### config.mk
export PLATFORM = sky130hd
export DESIGN_NAME = wdw_top
export DESIGN_NICKNAME = d
export VERILOG_FILES = /design/src/pkg/wdw_pkg.sv /design/src/pkg/wdw_if.sv /design/src/logic/wdw_prescaler.sv /design/src/logic/wdw_top.sv
export SDC_FILE = /design/constraint.sdc
export NUM_CORES = 1
export LEC_CHECK = 0
export BUFFER_PORTS_ARGS = -buffer_cell sky130_fd_sc_hd__clkbuf_2
export CORE_ASPECT_RATIO = 0.9
export CORE_MARGIN = 5
export CORE_UTILIZATION = 53
export DETAILED_ROUTE_END_ITERATION = 6
export GPL_TIMING_DRIVEN = 0
export PLACE_DENSITY = 0.74
export SLEW_MARGIN = 30
export SYNTH_ARGS = -nofsm -noshare
export SYNTH_HDL_FRONTEND = slang
export SYNTH_SLANG_ARGS = --single-unit
### constraint.sdc
create_clock -name clk -period 6.8 [get_ports clk]
set_input_delay 1.36 -clock clk [delete_from_list [all_inputs] [get_ports clk]]
set_output_delay 1.36 -clock clk [all_outputs]
set_load 0.05 [all_outputs]
### src/pkg/wdw_pkg.sv
// Constants shared by the windowed watchdog modules
package wdw_pkg;
	// **********
	// Clocks
	// **********
	localparam int unsigned CLK_HZ   = 100_000_000;
	localparam int unsigned RC_HZ    = 32_000;
	localparam int unsigned RC_CYC   = CLK_HZ / RC_HZ;
	localparam int          RC_W     = 12;

	// **********
	// Prescaler and postscaler
	// **********
	localparam int          PRE_W      = 7;
	localparam logic [6:0]  PRE32_LAST = 7'h1F;
	localparam logic [6:0]  PRE128_LAST = 7'h7F;
	localparam logic [4:0]  PRE32_SH   = 5'h05;
	localparam logic [4:0]  PRE128_SH  = 5'h07;
	localparam int          BASE_MS_32  = 1;
	localparam int          BASE_MS_128 = 4;
	localparam int          POST_W     = 15;
	localparam int          SEL_W      = 4;
	localparam int          EL_W       = 23;

	// **********
	// Core power state
	// **********
	typedef enum logic {WDW_RUN, WDW_SLEEP} wdw_mode_e;
endpackage

### src/pkg/wdw_if.sv
// Link between watchdog core and its prescaler
`timescale 1ns/1ns
interface wdw_if;
	logic                      rc_tick;
	logic                      clear;
	logic                      pre_sel;
	logic [wdw_pkg::PRE_W-1:0] pre_cnt;
	logic                      pre_tick;

	modport core (output rc_tick, output clear, output pre_sel,
		input pre_cnt, input pre_tick);
	modport pre (input rc_tick, input clear, input pre_sel,
		output pre_cnt, output pre_tick);
endinterface

### src/logic/wdw_prescaler.sv
// Divide-by-32 or divide-by-128 watchdog prescaler
`timescale 1ns/1ns
module wdw_prescaler (
	input  wire logic clk,
	input  wire logic srst,
	wdw_if.pre        p
);
	typedef struct packed {
		logic [wdw_pkg::PRE_W-1:0] cnt;
	} wdw_pre_s;

	wdw_pre_s st;
	wdw_pre_s next_st;
	logic [wdw_pkg::PRE_W-1:0] last;

	assign last       = p.pre_sel ? wdw_pkg::PRE128_LAST : wdw_pkg::PRE32_LAST;
	assign p.pre_cnt  = st.cnt;
	// Restart masking is done by the core, keeping this path free of the clear
	assign p.pre_tick = p.rc_tick && (st.cnt == last);

	always_comb begin
		next_st = st;
		if (p.clear) begin
			next_st.cnt = '0;
		end else if (p.rc_tick) begin
			next_st.cnt = (st.cnt == last) ? '0 : st.cnt + 1'b1;
		end
	end

	always_ff @(posedge clk) begin
		if (srst) begin
			st <= '0;
		end else begin
			st <= next_st;
		end
	end
endmodule

### src/logic/wdw_top.sv
// Windowed watchdog timer with sleep wake-up and time-out flag
// Function
// - Runs from 32 kHz RC, enabling it
// - Prescaler divides by 32 or 128
// - Base time-out 1 ms or 4 ms
// - Four-bit postscaler, sixteen ratios up to 32768
// - Any device reset clears all counters
// - Completed clock switch clears prescaler and postscaler
// - Sleep/idle entry and exit clear counters
// - Clear instruction resets counter and scalers
// - Time-out in sleep wakes, no reset
// - Time-out flag sticky until software clears
// - Force-enable bit keeps watchdog always running
// - Otherwise runs only with software enable
// - Device reset clears software enable bit
// - Early clear in window mode resets
// - Prescale bit one selects divide-by-128
// - Postscale code 1111 gives 1:32768
// - Window-disable bit one means non-window
`timescale 1ns/1ns
module wdw_top #(
	parameter int unsigned RC_CYC = wdw_pkg::RC_CYC
) (
	input  wire logic                      clk,
	input  wire logic                      srst,
	input  wire logic                      force_enable_config_bit,
	input  wire logic                      window_disable_bit,
	input  wire logic                      prescale_select_bit,
	input  wire logic [wdw_pkg::SEL_W-1:0] postscale_select_field,
	input  wire logic                      software_enable_wr,
	input  wire logic                      software_enable_wdata,
	input  wire logic                      watchdog_clear_instr,
	input  wire logic                      power_save_instr,
	input  wire logic                      wake_exit,
	input  wire logic                      clk_switch_done,
	input  wire logic                      expired_flag_clr,
	output logic                           software_enable_bit,
	output logic                           watchdog_expired_flag,
	output logic                           low_power_rc_enable,
	output logic                           watchdog_reset_req,
	output logic                           watchdog_wake,
	output logic                           in_power_save
);
	// **********
	// State
	// **********
	typedef struct packed {
		wdw_pkg::wdw_mode_e          mode;
		logic                        sw_en;
		logic                        flag;
		logic [wdw_pkg::RC_W-1:0]    rc_cnt;
		logic [wdw_pkg::POST_W-1:0]  post_cnt;
		logic                        rst_req;
		logic                        wake;
	} wdw_state_s;

	wdw_state_s st;
	wdw_state_s next_st;

	localparam logic [wdw_pkg::RC_W-1:0] RC_LAST = wdw_pkg::RC_W'(RC_CYC - 1);

	wdw_if pif ();

	logic                       enabled;
	logic                       clr_req;
	logic                       clr_ok;
	logic                       clr_early;
	logic                       restart;
	logic                       timeout;
	logic                       exit_ps;
	logic [wdw_pkg::POST_W-1:0] post_last;
	logic [4:0]                 pre_sh;
	logic [wdw_pkg::EL_W-1:0]   elapsed;
	logic [wdw_pkg::EL_W-1:0]   period;
	logic [wdw_pkg::EL_W-1:0]   win_start;
	logic                       win_open;

	wdw_prescaler u_pre (
		.clk  (clk),
		.srst (srst),
		.p    (pif.pre)
	);

	// **********
	// Enable and clocking
	// **********
	assign enabled             = force_enable_config_bit || st.sw_en;
	assign low_power_rc_enable = enabled;
	assign pif.rc_tick         = enabled && (st.rc_cnt == RC_LAST);
	assign pif.pre_sel         = prescale_select_bit;

	// **********
	// Postscaler and window
	// **********
	// Base period is 32 or 128 RC ticks: 1 ms or 4 ms at 32 kHz
	assign pre_sh    = prescale_select_bit ? wdw_pkg::PRE128_SH : wdw_pkg::PRE32_SH;
	assign post_last = wdw_pkg::POST_W'((16'h0001 << postscale_select_field) - 16'h0001);
	assign timeout   = pif.pre_tick && (st.post_cnt == post_last) && !restart;
	assign period    = wdw_pkg::EL_W'(1) << (pre_sh + 5'(postscale_select_field));
	assign win_start = period - (period >> 2);
	assign elapsed   = (wdw_pkg::EL_W'(st.post_cnt) << pre_sh) | wdw_pkg::EL_W'(pif.pre_cnt);
	assign win_open  = window_disable_bit || (elapsed >= win_start);

	assign clr_req   = watchdog_clear_instr && enabled && (st.mode == wdw_pkg::WDW_RUN);
	assign clr_early = clr_req && !win_open;
	assign clr_ok    = clr_req && win_open;
	assign restart   = !enabled || clr_req || clk_switch_done || power_save_instr
		|| ((st.mode == wdw_pkg::WDW_SLEEP) && wake_exit);
	assign exit_ps   = (st.mode == wdw_pkg::WDW_SLEEP) && (wake_exit || timeout);

	// Time-out also restarts the scalers
	assign pif.clear = restart || timeout;

	// **********
	// Next state
	// **********
	always_comb begin
		next_st         = st;
		next_st.rst_req = 1'b0;
		next_st.wake    = 1'b0;
		if (software_enable_wr) begin
			next_st.sw_en = software_enable_wdata;
		end
		if (!enabled) begin
			next_st.rc_cnt = '0;
		end else begin
			next_st.rc_cnt = (st.rc_cnt == RC_LAST) ? '0 : st.rc_cnt + 1'b1;
		end
		if (expired_flag_clr) begin
			next_st.flag = 1'b0;
		end
		if (pif.clear) begin
			next_st.post_cnt = '0;
		end else if (pif.pre_tick) begin
			next_st.post_cnt = st.post_cnt + 1'b1;
		end
		if (st.mode == wdw_pkg::WDW_RUN && power_save_instr) begin
			next_st.mode = wdw_pkg::WDW_SLEEP;
		end else if (exit_ps) begin
			next_st.mode = wdw_pkg::WDW_RUN;
		end
		if (timeout) begin
			next_st.flag = 1'b1;
			if (st.mode == wdw_pkg::WDW_SLEEP) begin
				next_st.wake = 1'b1;
			end else begin
				next_st.rst_req = 1'b1;
			end
		end
		if (clr_early) begin
			next_st.flag    = 1'b1;
			next_st.rst_req = 1'b1;
		end
	end

	always_ff @(posedge clk) begin
		if (srst) begin
			st      <= '0;
			st.mode <= wdw_pkg::WDW_RUN;
		end else begin
			st <= next_st;
		end
	end

	// **********
	// Outputs
	// **********
	assign software_enable_bit   = st.sw_en;
	assign watchdog_expired_flag = st.flag;
	assign watchdog_reset_req    = st.rst_req;
	assign watchdog_wake         = st.wake;
	assign in_power_save         = (st.mode == wdw_pkg::WDW_SLEEP);
endmodule

==> results.md, run 1 <==
- In the synthesized netlist the dominant register cell turns out to be dfxtp_1.
- The setup slack of the most critical reg-to-reg path is roughly 3.8 ns.
- TritonCTS built the clock tree.
- The synthesized netlist occupies a cell area of 4552 um^2.
- Post-CTS timing repair inserted 0 buffers for setup.
- Summing all non-filler instances in the final layout gives an area of 4943 um^2.
- The clock tree root driver cell is clkbuf_8.
- The detail route stage leaves a number of antenna-violating nets equal to 0.
- The synthesis-to-finish area growth is 8.604%.
- Summed over all nets, the half-perimeter wirelength after detailed placement is 9979 um.
- Setup repair after global routing left no endpoint under its margin.
- The critical path endpoint is watchdog_expired_flag$_SDFFE_PP0P_.
- Of the cells placed in the final design, the portion with a size suffix greater than 1 is ~9%.
- The tree built by TritonCTS fans out to 39 sinks.
- The startpoint identified for the worst register-to-register timing path is st[19]$_SDFF_PP0_.
- The via count of the routed design is 4,759.
- In this run, synthesis inferred 0 flip-flops with an integrated enable.
- The total overflow reported by the global router is 0.
- The placement row count is 32.
- The worst register-to-register path has a depth of 8.
- In this run the tightest slew margin relative to its limit is 40.19%.
- The run finished with clean final reports.
- The number of top-level design ports is 22.
- From bottom edge to top edge, the die measures roughly 98 um.
- The path class of the tightest hold or removal check is register to register.
- The later pin in the worst-skew pair is clocked with a latency of ~0.30 ns.
- The average cell area after synthesis is ~7.3 um^2.
- For this run, the slowest stage of the critical path takes ~0.4 ns.
- The initial antenna violation count is 0.
- The count of final max-slew check failures is 0.
- Setup violations remaining at the end of the flow were counted as 0.
- Global routing used roughly a quarter of the available tracks across all layers.
- The die area is 10,540 um^2.
- The total DRC errors in the routed layout is 0.
- The largest net degree at the start of global routing is 14.
- Of the synthesized area, sequential elements account for between 10% and 20%.
- The critical path class is input pin to register.
- The final count of hold timing violations is 0.
- For the worst setup path, the data arrival time is between 6 and 7 ns.
- The DRC violation total after the first TritonRoute iteration is 369.
- The capturing element type of the critical path is a register.
- The count of synthesis-stage warnings from yosys is 0.
- The final worst clock skew is ~0.0067 ns.
- IR analysis of the VDD net gives a maximum drop of a little over 0.07 mV.
- After routing, the total negative slack on setup checks comes to 0 ns.
- Port buffering added 19 buffers.
- The number of synthesized register bits is 39.
- The tool flagged a number of max-cap violations equal to 0.
- The initial cell density of the core is 53.63%.
- The final period utilization is 92.52%.
- The global-route wire length before repair is ~21,000 um.
- Tracing the worst setup path back leads to its startpoint at postscale_select_field[0].
- The H-tree was split into 2 levels.
- The average detailed-routed wire length per instance is 16.36 um.
- The weighted congestion reported at the end of routability-driven placement is 1.015.
- The via count of the first global-routing pass is 4,211.
- On the final layout, the worst hold slack is roughly 0.47 ns.
- The count of unique library cells instantiated by Yosys is 77.
- The maximum achievable frequency is approximately 0.16 GHz.
- The net count of the finished layout is just over 700.
- The cell with the biggest individual delay on the critical path is clkbuf_1.
- Walking the worst path, the cells encountered are clkbuf_1 > clkbuf_1 > buf_2 > buf_1 > nand3_1 > ha_1 > nor3_1 > nor2_1 > o21ai_2 > a221oi_1 > o21ai_0 > a21boi_0 > o21ai_0 > ha_1 > a21o_1 > a21oi_1 > o211ai_1 > a221oi_1 > nand2_1 > a31oi_1 > a211o_1.
- The area of the core is 8488 um^2.
- The fraction of synthesis flops using an asynchronous set or reset pin is 0%.
- The worst flop-to-flop path endpoint is u_pre.p.pre_cnt[1]$_SDFFE_PP0P_.
- In the synthesized netlist, the number of instances is between 600 and 700.
- The count of filler cells inserted in the layout is around 830.
- The mean number of vias per cell is between 6 and 7.
- The worst-case clock buffer depth is 2.
- The repair_antennas step left the layout with diodes totalling 0.
- After clock tree synthesis, the clock-pin slew on the worst setup and hold paths is approximately 0.080 ns.
- The worst path needs 6.291 ns of the cycle, external delays included.
- The static leakage power is between 2 and 2.5 nW.
- The number of clock buffers added by TritonCTS is 5.
- The die is roughly 110 um wide.
- Power spread over the standard cell area amounts to about 130 nW/um^2.
- The number of iterations in the first detailed-routing pass is 5.
- At the pin with the least slew margin, the transition time is ~0.87 ns.
- The number of hold buffers added after CTS was 0.
- After detailed routing, the total wire length is roughly 13,000 um.
- The element type at the critical path start is an input pin.
- The top fanout value on the critical path is 10.
- STA puts the critical path data required time at 7.05 ns.
- The placed instances occupy a cell area of ~4800 um^2.
-- registers in the layout (all words and copies together), names as in the netlist --
name,cells
st,27
u_pre.p.pre_cnt,7
in_power_save,1
software_enable_bit,1
watchdog_expired_flag,1
watchdog_reset_req,1
watchdog_wake,1
-- logic make-up (layout without fill, tap and decap cells) --
group | Yosys count | count (layout) | synth area share [%]
fa+ha+maj | 41 | 41 | 11.43
mux | 14 | 14 | 3.299
simple gates | 258 | 258 | 29.69
other cells | 2 | 10 | 0.1650
xor+xnor | 41 | 41 | 7.889
compound gates | 159 | 159 | 23.15
flops | 39 | 39 | 17.15
buf+inv | 73 | 100 | 7.229
-- area by class of cell --
class / instances / area (um^2) / area share (%)
plain buffers: 37 / 195.2 / 3.948
clock buffers: 5 / 68.82 / 1.392
clock inverters: 3 / 43.79 / 0.8859
inverters: 36 / 135.1 / 2.733
multi-input cells: 523 / 3476 / 70.31
flip-flops and latches: 39 / 780.7 / 15.79
well taps: 119 / 148.9 / 3.012
repair buffers: 19 / 95.09 / 1.924
-- routing by layer --
layer  part of all wire (%)  GRT usage [%]  wire length (um)
met1                     45          33.78              5781
met3                    6.5          2.578               828
met4                    1.7          5.146               217
met2                     47          39.34              5949
met5                      0              0                 0
-- report_power, final --
part | switching (W) | total (W) | internal, W
registers | 0.00000278 | 0.000233 | 0.000231
logic | 0.000148 | 0.000235 | 0.0000861
clock network | 0.0000878 | 0.000197 | 0.000109
total | 0.000239 | 0.000665 | 0.000426
-- critical path: cells and delay by family --
| kind | cells | cell delay [ns] |
|---|---|---|
| and+or+nand+nor | 4 | 0.54 |
| adders and majority gates | 2 | 0.68 |
| AOI/OAI and AO/OA | 11 | 2.48 |
| buffers and inverters | 4 | 1.47 |
-- synth_stat cells (19+ instances only) --
| master | instances | share of area (%) |
|---|---|---|
| dfxtp_1 | 39 | 17 |
| xnor2_1 | 22 | 4.2 |
| inv_1 | 36 | 3.0 |
| ha_1 | 40 | 11 |
| nor2_1 | 82 | 6.8 |
| o21ai_0 | 38 | 4.2 |
| nor3_1 | 27 | 3.0 |
| a21oi_1 | 35 | 3.8 |
| nand2_1 | 40 | 3.3 |
| clkbuf_1 | 22 | 1.8 |
| xor2_1 | 19 | 3.7 |
| nand3_1 | 27 | 3.0 |
-- layout by cell type, fill, tap and decap left out, types with 5 or more instances in the layout --
master / n
nor2_1: 82
nand2_1: 40
ha_1: 40
dfxtp_1: 39
o21ai_0: 38
inv_1: 36
a21oi_1: 35
nor3_1: 27
nand3_1: 27
xnor2_1: 22
clkbuf_1: 21
clkbuf_2: 21
xor2_1: 19
a21o_1: 15
nand4_1: 10
conb_1: 10
a211oi_1: 9
nand2b_1: 9
mux2_2: 8
and3_1: 7
nor2b_1: 6
clkbuf_8: 6
nor4_1: 6
o31ai_1: 6
mux2i_1: 6
buf_1: 5
or3_1: 5
o22ai_1: 5
a221oi_1: 5
a31oi_1: 5
-- worst min-delay path by stage --
stage	endpoint	cells past startpoint	start	slack (ns)
final	watchdog_expired_flag$_SDFFE_PP0P_	1	watchdog_expired_flag$_SDFFE_PP0P_	0.47
after global routing	watchdog_expired_flag$_SDFFE_PP0P_	1	watchdog_expired_flag$_SDFFE_PP0P_	0.51
after CTS	watchdog_expired_flag$_SDFFE_PP0P_	1	watchdog_expired_flag$_SDFFE_PP0P_	0.47
after detailed placement	watchdog_expired_flag$_SDFFE_PP0P_	1	watchdog_expired_flag$_SDFFE_PP0P_	0.46
after global placement	watchdog_expired_flag$_SDFFE_PP0P_	1	watchdog_expired_flag$_SDFFE_PP0P_	0.45
after floorplan	st[17]$_SDFF_PP0_	1	st[17]$_SDFF_PP0_	0.47
-- metrics by stage --
| stage | utilization (%) | setup slack, ns | cells | total power, W |
|---|---|---|---|---|
| finish | 58.24 | 0.5086 | 781 | 0.0006650 |
| detailed placement | 56.85 | -0.03896 | 773 | 0.0004651 |
| global route | 58.24 | 0.07972 | 781 | 0.0007028 |
| global placement | 56.85 | 0.09041 | 773 | 0.0004613 |
| floorplan | - | 1.372 | 635 | 0.0004094 |
| CTS | 58.18 | 0.2480 | 781 | 0.0006591 |
-- what timing repair did --
| item | CTS | global route |
|---|---|---|
| resized for setup | 0 | 3 |
| hold endpoints to repair | 0 | 0 |
| endpoints found under the setup margin | 0 | 2 |
(Power assumes the default switching activity.)
==> inputs of run 2 (changes only) <==
Settings changed: CELL_PAD_IN_SITES_DETAIL_PLACEMENT set to 1, CELL_PAD_IN_SITES_GLOBAL_PLACEMENT set to 1, CORE_UTILIZATION 53 to 47, PLACE_DENSITY 0.74 to 0.86, SKIP_LAST_GASP set to 1.
==> results.md, run 2 (same netlist as run 1, synthesis figures left out) <==
- The met3 track utilization from global routing was 3.141% (+0.56 points).
- The total DRC errors in the routed layout is 0 (unchanged).
- The power per cell area is 138.6 nW/um^2 (+3.0%).
- The post-CTS resize count is 0 (unchanged).
- The worst-case clock buffer depth came to 2 (unchanged).
- The path category of the worst min-delay check is register to register.
- The transition at the pin with the smallest max-transition slack came to 0.8798 ns (+0.005254 ns).
- The final cell count without fillers is 788 (+0.90%).
- The number of iterations in the first detailed-routing pass was 5 (unchanged).
- The clock edge transition at the registers on the reported setup and hold paths is 0.08 ns (about the same).
- The share of final-layout standard cells stronger than drive strength 1 was 9.063% (-0.15 points).
- The global-route wire length before repair is 24,700 um (+19%).
- The count of antenna diodes in the layout is 0 (unchanged).
- The post-route antenna net violation count is 0 (unchanged).
- The initial cell density of the core came to 47.56% (-6.1 points).
- The weighted congestion reported at the end of routability-driven placement came to 0.9515 (-6.3%).
- From synthesis to final layout, the design area changed by 8.961%.
- The sum of net half-perimeters after detailed placement is 11,650 um (+17%).
- The critical path required time came to 7.05 ns (about the same).
- Setup repair after global routing left no endpoint under its margin.
- The most common cell type on the critical path is ha_1.
- The flip-flop count of the largest register after layout is 27 (unchanged).
- The sum of routed wire length over all layers was 14,970 um (+17%).
- The final count of hold timing violations is 0 (unchanged).
- The final-layout worst hold slack is 0.4979 ns (+0.02631 ns).
- The shortest period the worst path allows is 6.481 ns (+0.1898 ns).
- Traced cell by cell, the critical path runs through clkbuf_2 > ha_1 > clkbuf_1 > clkbuf_1 > nand3_1 > ha_1 > or3_1 > o21ai_2 > a221oi_1 > o21ai_1 > a21boi_0 > o21ai_0 > ha_1 > a21o_1 > a21oi_1 > o211ai_1 > a221oi_1 > nand2_1 > a31oi_1 > a211o_1.
- The critical path class is input pin to register.
- The flow ran to the end, and the final reports show no timing, DRC or antenna violations.
- The number of port buffers is 19 (unchanged).
- The DRC violation total after the first TritonRoute iteration is 316 (-14%).
- The clock latency on the worst-skew pair came to 0.30 ns (about the same).
- The largest net degree at the start of global routing is 14 (unchanged).
- The via count of the routed design is 4,894 (+2.8%).
- The reported max-cap violation count was 0 (unchanged).
- The number of buffers inserted during clock tree synthesis is 5 (unchanged).
- Among all stages on the critical path, the largest delay is contributed by ha_1.
- The number of setup violations in the final report came to 0 (unchanged).
- The total overflow reported by the global router was 0 (unchanged).
- The initial antenna violation count is 0 (unchanged).
- The maximum achievable frequency is 0.1543 GHz (-2.9%).
- The via count of the first global-routing pass came to 4,880 (+16%).
- The top fanout value on the critical path is 10 (unchanged).
- After global routing, the most crowded layer is met2.
- The die area is 11,760 um^2 (+11%).
- The total routing usage reported by global routing is 25.70% (+1.8 points).
- The placement row count was 34 (+6.3%).
- The final period utilization is 95.31% (+2.8 points).
- The element type at the critical path start is an input pin.
- The horizontal die dimension came to 113.7 um (+5.6%).
- TritonCTS built the clock tree.
- The count of H-tree levels built during CTS is 2 (unchanged).
- The area of the core is 9572 um^2 (+13%).
- The core occupancy in the finished layout was 51.82% (-6.4 points).
- The count of final max-slew check failures is 0 (unchanged).
- The flip-flop and latch area is 780.7 um^2 (unchanged).
- The register ranked first by flip-flop count is st.
- The setup slack of the most critical reg-to-reg path is 3.78 ns (+0.02 ns).
- The met1 routing resource usage after global routing is 34.10% (+0.32 points).
- The depth of the most critical reg-to-reg path is 8 (unchanged).
- The worst setup path is captured at a register.
- The height of the die is 103.4 um (+5.6%).
- The total number of clock tree sinks was 39 (unchanged).
- The static leakage power is 2.028 nW (about the same).
- The number of top-level design ports is 22 (unchanged).
- The clock tree root driver cell is clkbuf_8.
- The average detailed-routed wire length per instance is 19.00 um (+16%).
- Leaving out fill and tap cells, the most frequent cells in the layout are nor2_1, nand2_1, ha_1, dfxtp_1, o21ai_0.
- The final worst clock skew is 0.003873 ns (-0.002793 ns).
- The setup total negative slack was 0 ns (unchanged).
- The mean number of vias per cell came to 6.211 (+1.9%).
- The number of instances in the placed design is 780 (+0.91%).
- The headroom to the max-slew limit is 39.83% (-0.36 points).
- The longest individual stage delay on the worst path is 0.41 ns (about the same).
- The area of the multi-input gates is 3476 um^2 (unchanged).
- The met2 usage is 45.22% (+5.9 points).
- The post-CTS setup buffer count is 0 (unchanged).
- The peak supply drop came to 0.07218 mV (+2.2%).
- The worst endpoint data arrival time is 6.73 ns (+0.19 ns).
- The number of buffers added to fix hold violations after cts is 0 (unchanged).
- The combined buffer and inverter count along the critical path was 3 (-1).
- The family with the most delay on the worst path is compound AO/OA/AOI/OAI gates.
- The most frequent standard cell in the layout excluding fill and tap cells is nor2_1.
- The critical path depth in cells is 20 (-4.8%).
- The total number of nets in the final design came to 718 (unchanged).
- The count of filler cells inserted in the layout is 1,269 (+53%).
- The hold-critical path depth is 1 (unchanged).
-- run 2: cell types whose count changed in the layout (fill, tap and decap cells not counted) --
cell      previous run  this run
clkbuf_1            21        22
clkbuf_2            21        20
clkbuf_8             6         7
clkinv_2             1         0
clkinv_4             1         0
inv_6                0         1
o21ai_0             38        37
o21ai_1              0         1
-- run 2: cell type report --
cell class,count,share of cell area (%)
buffer,37,3.910
clock buffer,6,1.665
clock inverter,2,0.7820
inverter,36,2.725
multi-input combinational,523,70.08
sequential,39,15.74
tap,126,3.179
timing repair buffer,19,1.917
-- run 2: per-stage QoR --
step           worst slack [ns]  cell area (um^2)  total power, W
2_1_floorplan             1.372              4582       0.0004094
3_3_place_gp           -0.03443              4835       0.0004612
3_5_place_dp            -0.2464              4835       0.0004710
4_1_cts                 0.06612              4956       0.0006820
5_1_grt                  0.1083              4960       0.0007236
6_report                 0.3188              4960       0.0006874
-- run 2: worst register-to-register path, cell delays in order (launching register included) --
cell and delay [ns]:
dfxtp_1 0.43, or4b_4 0.51, nor4_4 0.45, nor3b_4 0.48, nand4b_1 0.15, nand4bb_4 0.28, o21ai_4 0.35, buf_6 0.20
nor2_1 0.06
-- run 2: worst paths after layout --
kind,startpoint,end
max,prescale_select_bit,watchdog_expired_flag$_SDFFE_PP0P_
min,watchdog_expired_flag$_SDFFE_PP0P_,watchdog_expired_flag$_SDFFE_PP0P_
max reg2reg,st[19]$_SDFF_PP0_,st[12]$_SDFFE_PP0P_
min reg2reg,watchdog_expired_flag$_SDFFE_PP0P_,watchdog_expired_flag$_SDFFE_PP0P_
-- run 2: power by group --
part / internal [W] / switching [W]
combinational: 0.0000867 / 0.000154
clock: 0.000121 / 0.0000919
sequential: 0.000231 / 0.00000296
total: 0.000438 / 0.000249
-- run 2: per-layer routing --
metal  vias up  wire length (um)
li1       2328                 -
met1      2363              6604
met2       168              7260
met3        35               853
met4         0               250
met5         -                 0
